**config.mk**
```make
export PLATFORM = sky130hd
export DESIGN_NAME = twst_slave_tx
export DESIGN_NICKNAME = d
export VERILOG_FILES = /design/src/verilog/twst_pkg.sv /design/src/verilog/twst_slave_tx.sv
export SDC_FILE = /design/constraint.sdc
export NUM_CORES = 1
export LEC_CHECK = 0
export ABC_CLOCK_PERIOD_IN_PS = 4300
export CORE_UTILIZATION = 29
export CTS_BUF_LIST = sky130_fd_sc_hd__clkbuf_8
export CTS_CLUSTER_DIAMETER = 40
export DETAILED_ROUTE_END_ITERATION = 12
export DONT_BUFFER_PORTS = 1
export SLEW_MARGIN = 0
export SYNTH_ARGS = -nofsm -noshare
export SYNTH_HDL_FRONTEND = slang
export SYNTH_SLANG_ARGS = --single-unit
```
**constraint.sdc**
```tcl
create_clock -name ref_clk -period 4.3 [get_ports ref_clk]
set_input_delay 0.645 -clock ref_clk [delete_from_list [all_inputs] [get_ports ref_clk]]
set_output_delay 0.645 -clock ref_clk [all_outputs]
set_load 0.03 [all_outputs]
```
**src/verilog/twst_pkg.sv**
```systemverilog
// Constants and carrier types for the two-wire slave transmitter
package twst_pkg;

  localparam logic [7:0] ST_OWN_READ  = 8'hA8;
  localparam logic [7:0] ST_ARB_READ  = 8'hB0;
  localparam logic [7:0] ST_DATA_ACK  = 8'hB8;
  localparam logic [7:0] ST_DATA_NACK = 8'hC0;
  localparam logic [7:0] ST_LAST_ACK  = 8'hC8;
  localparam logic [7:0] ST_NO_INFO   = 8'hF8;
  localparam logic [7:0] ST_BUS_ERR   = 8'h00;
  localparam logic [7:0] STATUS_MASK  = 8'hF8;

  localparam logic [6:0] GC_ADDR      = 7'h00;
  localparam logic [3:0] ADDR_BITS    = 4'h8;
  localparam logic [3:0] LAST_TX_BIT  = 4'h7;
  localparam logic [7:0] DATA_RESET   = 8'hFF;

  typedef enum logic [2:0] {
    S_IDLE     = 3'b000,
    S_ADDR     = 3'b001,
    S_ADDR_ACK = 3'b010,
    S_TX_BIT   = 3'b011,
    S_TX_ACK   = 3'b100,
    S_WAIT     = 3'b101,
    S_ERR      = 3'b110
  } twst_state_t;

  typedef struct packed {
    logic       ack_enable;
    logic       general_call_enable;
    logic       start_request;
    logic       stop_set;
    logic       flag_clear;
    logic       data_load;
    logic [7:0] data;
  } twst_sw_t;

  typedef struct packed {
    logic [7:0] status_register;
    logic       interrupt_flag;
    logic       stop_request_bit;
    logic       start_issue;
    logic       slave_rx;
  } twst_stat_t;

endpackage

```
**src/verilog/twst_slave_tx.sv**
```systemverilog
// Two-wire slave transmitter with status codes and bus error recovery
`timescale 1ns/1ps

// What this block does
// - Own address read acked reports A8
// - Lost arbitration then addressed reports B0
// - Byte sent, ACK received reports B8
// - Byte sent, NACK received reports C0
// - Last byte yet ACK reports C8
// - Recognition follows ack enable and general call
// - Start request with the flag clear that leaves transmit issues START when bus free
// - Misplaced START or STOP reports 00
// - Bus error sets the interrupt flag
// - Stop plus flag clear recovers, clears stop
// - Recovery releases lines, sends no STOP
// - Repeated START begins new address phase
// - Status low prescaler bits read zero
// - Read bit enters transmit, else receive
// - Not addressed after last byte, sends ones
module twst_slave_tx (
  input  wire logic              ref_clk,
  input  wire logic              srst,
  input  wire twst_pkg::twst_sw_t sw,
  input  wire logic [6:0]        own_addr,
  input  wire logic              arb_lost,
  input  wire logic              scl_i,
  input  wire logic              sda_i,
  output logic                   scl_o,
  output logic                   scl_oe,
  output logic                   sda_o,
  output logic                   sda_oe,
  output twst_pkg::twst_stat_t   stat
);

  logic [2:0]            scl_sync_q;
  logic [2:0]            sda_sync_q;
  twst_pkg::twst_state_t state_q;
  logic [3:0]            cnt_q;
  logic [7:0]            shift_q;
  logic [7:0]            tx_q;
  logic [7:0]            data_q;
  logic [7:0]            code_q;
  logic [7:0]            status_q;
  logic                  raise_q;
  logic                  flag_q;
  logic                  stop_q;
  logic                  last_q;
  logic                  ack_q;
  logic                  arb_q;
  logic                  rx_q;
  logic                  busy_q;
  logic                  pend_q;
  logic                  issue_q;
  logic                  sda_oe_q;
  logic                  scl_oe_q;
  logic                  scl_rise;
  logic                  scl_fall;
  logic                  start_c;
  logic                  stop_c;
  logic                  flag_ack;
  logic                  in_frame;
  logic                  recover;
  logic                  leave_tx;

  function automatic logic is_tx_code(input logic [7:0] c);
    is_tx_code = (c == twst_pkg::ST_OWN_READ) || (c == twst_pkg::ST_ARB_READ)
              || (c == twst_pkg::ST_DATA_ACK);
  endfunction

  function automatic logic addr_hit(input logic [7:0] a, input logic [6:0] own,
                                    input logic ae, input logic gce);
    addr_hit = ae && ((a[7:1] == own)
            || (gce && !a[0] && (a[7:1] == twst_pkg::GC_ADDR)));
  endfunction

  // Pin synchronisers plus edge stage
  always_ff @(posedge ref_clk) begin
    if (srst) begin
      scl_sync_q <= 3'h7;
      sda_sync_q <= 3'h7;
    end else begin
      scl_sync_q <= {scl_sync_q[1:0], scl_i};
      sda_sync_q <= {sda_sync_q[1:0], sda_i};
    end
  end

  assign scl_rise = scl_sync_q[1] && !scl_sync_q[2];
  assign scl_fall = !scl_sync_q[1] && scl_sync_q[2];
  assign start_c  = scl_sync_q[1] && scl_sync_q[2] && !sda_sync_q[1] && sda_sync_q[2];
  assign stop_c   = scl_sync_q[1] && scl_sync_q[2] && sda_sync_q[1] && !sda_sync_q[2];
  assign flag_ack = sw.flag_clear && flag_q;
  assign in_frame = (state_q == twst_pkg::S_ADDR && cnt_q != 4'h0)
                 || state_q == twst_pkg::S_ADDR_ACK || state_q == twst_pkg::S_TX_BIT
                 || state_q == twst_pkg::S_TX_ACK;
  assign recover  = state_q == twst_pkg::S_ERR && flag_ack && stop_q;
  assign leave_tx = state_q == twst_pkg::S_WAIT && flag_ack && !is_tx_code(code_q);

  // Data byte written by software
  always_ff @(posedge ref_clk) begin
    if (srst) begin
      data_q <= twst_pkg::DATA_RESET;
    end else if (sw.data_load) begin
      data_q <= sw.data;
    end
  end

  // Arbitration loss remembered until address
  always_ff @(posedge ref_clk) begin
    if (srst) begin
      arb_q <= 1'b0;
    end else if (arb_lost) begin
      arb_q <= 1'b1;
    end else if (state_q == twst_pkg::S_ADDR_ACK && scl_fall) begin
      arb_q <= 1'b0;
    end
  end

  // Main transfer sequencer
  always_ff @(posedge ref_clk) begin
    if (srst) begin
      state_q  <= twst_pkg::S_IDLE;
      cnt_q    <= 4'h0;
      shift_q  <= 8'h00;
      tx_q     <= 8'h00;
      code_q   <= twst_pkg::ST_NO_INFO;
      raise_q  <= 1'b0;
      last_q   <= 1'b0;
      ack_q    <= 1'b0;
      rx_q     <= 1'b0;
      sda_oe_q <= 1'b0;
    end else begin
      raise_q <= 1'b0;
      if ((start_c || stop_c) && in_frame) begin
        state_q  <= twst_pkg::S_ERR;
        code_q   <= twst_pkg::ST_BUS_ERR;
        raise_q  <= 1'b1;
        sda_oe_q <= 1'b0;
      end else if (start_c && state_q != twst_pkg::S_WAIT && state_q != twst_pkg::S_ERR) begin
        state_q  <= twst_pkg::S_ADDR;
        cnt_q    <= 4'h0;
        rx_q     <= 1'b0;
        sda_oe_q <= 1'b0;
      end else if (stop_c && state_q != twst_pkg::S_WAIT && state_q != twst_pkg::S_ERR) begin
        state_q  <= twst_pkg::S_IDLE;
        rx_q     <= 1'b0;
        sda_oe_q <= 1'b0;
      end else begin
        unique case (state_q)
          twst_pkg::S_IDLE: begin
            sda_oe_q <= 1'b0;
          end
          twst_pkg::S_ADDR: begin
            if (scl_rise) begin
              shift_q <= {shift_q[6:0], sda_sync_q[1]};
              cnt_q   <= cnt_q + 4'h1;
            end else if (scl_fall && cnt_q == twst_pkg::ADDR_BITS) begin
              cnt_q <= 4'h0;
              if (addr_hit(shift_q, own_addr, sw.ack_enable, sw.general_call_enable)) begin
                sda_oe_q <= 1'b1;
                state_q  <= twst_pkg::S_ADDR_ACK;
              end else begin
                state_q <= twst_pkg::S_IDLE;
              end
            end
          end
          twst_pkg::S_ADDR_ACK: begin
            if (scl_fall) begin
              sda_oe_q <= 1'b0;
              if (shift_q[0]) begin
                state_q <= twst_pkg::S_WAIT;
                raise_q <= 1'b1;
                code_q  <= arb_q ? twst_pkg::ST_ARB_READ : twst_pkg::ST_OWN_READ;
              end else begin
                rx_q    <= 1'b1;
                state_q <= twst_pkg::S_IDLE;
              end
            end
          end
          twst_pkg::S_WAIT: begin
            if (flag_ack) begin
              if (is_tx_code(code_q)) begin
                // last byte when ack enable low
                tx_q     <= {data_q[6:0], 1'b1};
                last_q   <= !sw.ack_enable;
                cnt_q    <= 4'h0;
                sda_oe_q <= !data_q[7];
                state_q  <= twst_pkg::S_TX_BIT;
              end else begin
                // NACK or last-byte path leaves, no data needed
                state_q  <= twst_pkg::S_IDLE;
                sda_oe_q <= 1'b0;
              end
            end
          end
          twst_pkg::S_TX_BIT: begin
            if (scl_fall) begin
              if (cnt_q == twst_pkg::LAST_TX_BIT) begin
                sda_oe_q <= 1'b0;
                state_q  <= twst_pkg::S_TX_ACK;
              end else begin
                cnt_q    <= cnt_q + 4'h1;
                sda_oe_q <= !tx_q[7];
                tx_q     <= {tx_q[6:0], 1'b1};
              end
            end
          end
          twst_pkg::S_TX_ACK: begin
            if (scl_rise) begin
              ack_q <= !sda_sync_q[1];
            end else if (scl_fall) begin
              state_q <= twst_pkg::S_WAIT;
              raise_q <= 1'b1;
              code_q  <= !ack_q ? twst_pkg::ST_DATA_NACK
                       : (last_q ? twst_pkg::ST_LAST_ACK : twst_pkg::ST_DATA_ACK);
            end
          end
          twst_pkg::S_ERR: begin
            sda_oe_q <= 1'b0;
            if (recover) begin
              state_q <= twst_pkg::S_IDLE;
            end
          end
          default: begin
            state_q  <= twst_pkg::S_IDLE;
            sda_oe_q <= 1'b0;
          end
        endcase
      end
    end
  end

  // Interrupt flag and status, set wins
  always_ff @(posedge ref_clk) begin
    if (srst) begin
      flag_q   <= 1'b0;
      status_q <= twst_pkg::ST_NO_INFO;
    end else if (raise_q) begin
      flag_q   <= 1'b1;
      status_q <= code_q & twst_pkg::STATUS_MASK;
    end else if (flag_ack) begin
      flag_q   <= 1'b0;
      status_q <= twst_pkg::ST_NO_INFO;
    end
  end

  // Stop bit, software sets, recovery clears
  always_ff @(posedge ref_clk) begin
    if (srst) begin
      stop_q <= 1'b0;
    end else if (sw.stop_set) begin
      stop_q <= 1'b1;
    end else if (recover) begin
      stop_q <= 1'b0;
    end
  end

  // Bus busy between START and STOP
  always_ff @(posedge ref_clk) begin
    if (srst) begin
      busy_q <= 1'b0;
    end else if (start_c) begin
      busy_q <= 1'b1;
    end else if (stop_c) begin
      busy_q <= 1'b0;
    end
  end

  always_ff @(posedge ref_clk) begin
    if (srst) begin
      pend_q  <= 1'b0;
      issue_q <= 1'b0;
    end else begin
      issue_q <= pend_q && !busy_q && !leave_tx;
      if (leave_tx && sw.start_request) begin
        pend_q <= 1'b1;
      end else if (pend_q && !busy_q) begin
        pend_q <= 1'b0;
      end
    end
  end

  always_ff @(posedge ref_clk) begin
    if (srst) begin
      scl_oe_q <= 1'b0;
    end else begin
      scl_oe_q <= state_q == twst_pkg::S_WAIT && !flag_ack;
    end
  end

  assign scl_o = 1'b0;
  assign sda_o = 1'b0;
  assign scl_oe = scl_oe_q;
  assign sda_oe = sda_oe_q;
  assign stat   = '{status_register:  status_q,
                    interrupt_flag:   flag_q,
                    stop_request_bit: stop_q,
                    start_issue:      issue_q,
                    slave_rx:         rx_q};

endmodule

```
==> flow_metrics.env <==
export IMPL_status="complete, no violations"
export IMPL_finalCritPeriodShare=0.564
export IMPL_slew_violations=0
export IMPL_post_drt_wl_per_cell_um=14.9
export IMPL_startpoint_type="register"
export IMPL_drc=0
export IMPL_ir_drop_uv=164
export IMPL_pre_cts_ws_ns=1.86
export IMPL_vias_per_cell=5.21
export IMPL_leakagePower_nw=1.08
export IMPL_wl_mm=6.91
export IMPL_tritoncts="built"
export IMPL_vias=2419
export IMPL_die_h_um=103
export IMPL_yosysSeqAreaShare=0.400
export IMPL_clk_latency_ns=0.36
export IMPL_dieArea_mm2=0.0106
export IMPL_numPortBuffers=0
export IMPL_stdcell_count=464
export IMPL_grt_max_degree=41
export IMPL_first_pass_iters=4
export IMPL_synth_cell_type_count=60
export IMPL_io_pins=42
export IMPL_start_util=0.301
export IMPL_dp_hpwl_mm=4.91
export IMPL_htree_levels=3
export IMPL_grt_pass1_wl_mm=10.8
export IMPL_p_per_area_mw_per_mm2=391
export IMPL_synth_top_cell_area_share=0.400
export IMPL_synthToLayoutAreaGrowth_pct=5.89
export IMPL_synth_top_area_cell="dfxtp_1"
export IMPL_avgSynthCellArea_um2=8.64
export IMPL_synthFlopType="dfxtp_1"
export IMPL_final_area_mm2=0.00313
export IMPL_crit_arrival_ns=2.71
export IMPL_hp_class="in2reg"
export IMPL_clock_sinks=59
export IMPL_antenna_found_initial=0
export IMPL_critical_path_max_stage_delay_ns=0.52
export IMPL_drive_gt1_frac=0.112
export IMPL_finalWorstSetupSlack_ns=1.87
export IMPL_setup_violations=0
export IMPL_cp_required_ns=4.59
export IMPL_yosysWarnings=0
export IMPL_synthesis_area_mm2=0.00295
export IMPL_grt_pass1_vias=2144
export IMPL_gp_congestion=0.845
export IMPL_max_freq_mhz=412
export IMPL_ant_nets=0
export IMPL_skew_ns=0.0123
export IMPL_cts_setup_buffers=0
export IMPL_first_iter_violations=268
export IMPL_cts_buffers=9
export IMPL_crit_family="compound AO/OA/AOI/OAI gates"
export IMPL_core_mm2=0.00982
export IMPL_relSlewSlack=0.469
export IMPL_fillers=1058
export IMPL_cap_violations=0
export IMPL_cp_max_fo=21
export IMPL_cp_num_buf_inv=1
export IMPL_crit_path_frequent_cell="a31oi_1"
export IMPL_rows=36
export IMPL_dpl_cell_area_mm2=0.00293
export IMPL_critical_path_slowest_cell="dfxtp_1"
export IMPL_worst_slew_pin_transition_ns=0.797
export IMPL_synth_area_top_cells="dfxtp_1, nand2_1, mux2i_1"
export IMPL_n_antenna_cell=0
export IMPL_clk_path_buf_depth=2
export IMPL_cts_resized=0
export IMPL_dp_cells=448
export IMPL_end_kind="register"
export IMPL_ys_ff_latch=59
export IMPL_synth_most_common_cell="dfxtp_1"
export IMPL_syn_inst=342
export IMPL_synth_common_cells="dfxtp_1, nand2_1, nor2_1"
export IMPL_final_setup_tns_ns=0
export IMPL_grt_total_usage=0.137
export IMPL_rsz0062_at_grt="false"
export IMPL_die_width_um=103
export IMPL_hold_viol_final=0
export IMPL_finalCriticalPeriod_ns=2.43
export IMPL_fin_nets=354
export IMPL_grt_overflow=0
export IMPL_synth_edf_count=0
export IMPL_holdBufCountCts=0
export IMPL_final_core_utilization=0.319
export IMPL_criticalPathCategory="reg2reg"
export IMPL_clkTransAtPathRegs_ns=0.08
export IMPL_async_flop_share=0
export IMPL_cp_cell_sequence="buf_4 > nand2b_1 > nor2_1 > a31oi_1 > a221o_1 > a31oi_1"
export IMPL_cts_root_buf="clkbuf_8"
==> sequential cells by signal (all words and copies together), names as in the netlist <==
register and cells:
data_q 8, sda_oe 1, issue_q 1, shift_q 8
status_q 5, ack_q 1, busy_q 1, last_q 1
scl_oe 1, cnt_q 4, rx_q 1, raise_q 1
arb_q 1, flag_q 1, code_q 5, tx_q 8
sda_sync_q 3, state_q 3, pend_q 1, scl_sync_q 3
stop_q 1
==> cells in the final DEF, fill, tap and decap left out, types with 5 or more instances in the layout <==
cell type  synthesis  final
inv_1              6      7
mux2i_1           13     13
nand3_1           21     21
conb_1             1      5
or2_2              8      8
nor3_1             9      9
nor2_1            25     25
o21ai_0           13     13
xnor2_1            7      7
clkbuf_8           0      9
nand2_1           36     36
nor2b_1            9      9
nand2b_1           8      8
dfxtp_1           59     59
a311oi_1           7      7
a21oi_1           17     17
==> kinds of logic after synthesis <==
kind of cell | synth area share
fa+ha+maj | 0.00847
simple gates | 0.264
mux | 0.0440
xor+xnor | 0.0263
flops | 0.400
buf+inv | 0.0784
compound gates | 0.177
other cells | 0.00127
==> layout make-up <==
| class | instances | area, um2 | area share |
|---|---|---|---|
| multi-input cells | 249 | 1560 | 0.498 |
| repair buffers | 1 | 7.51 | 0.00240 |
| well taps | 133 | 166 | 0.0532 |
| inverters | 6 | 22.5 | 0.00720 |
| clock buffers | 9 | 124 | 0.0396 |
| flip-flops and latches | 59 | 1180 | 0.378 |
| clock inverters | 7 | 70.1 | 0.0224 |
==> per-layer routing <==
layer | routed length [um] | track usage
met5 | 0 | 0
met4 | 132 | 0.0553
met2 | 3340 | 0.221
met3 | 500 | 0.0502
met1 | 2940 | 0.166
==> per-stage QoR <==
| step | total power, mW | hold slack, ns |
|---|---|---|
| after detailed placement | 0.725 | 0.394 |
| after floorplan | 0.720 | 0.389 |
| after global routing | 1.27 | 0.331 |
| final | 1.22 | 0.345 |
| after global placement | 0.724 | 0.396 |
| after CTS | 1.23 | 0.345 |
==> path summary, 6_finish.rpt <==
path / startpoint / to / slack [ns] / depth (start not counted)
setup reg to reg: state_q[0] / cnt_q[3] / 1.87 / 6
hold reg to reg: sda_sync_q[0] / sda_sync_q[1] / 0.41 / 1
hold / removal: srst / raise_q / 0.34 / 1
setup / recovery: state_q[0] / cnt_q[3] / 1.87 / 6
==> power by group <==
part | switching (mW) | leakage [nW] | total, mW | internal (mW)
Clock | 0.241 | 0.104 | 0.507 | 0.266
Combinational | 0.0732 | 0.500 | 0.126 | 0.0524
Sequential | 0.0274 | 0.480 | 0.590 | 0.562
Note: power is estimated with default switching activity, not from simulation.
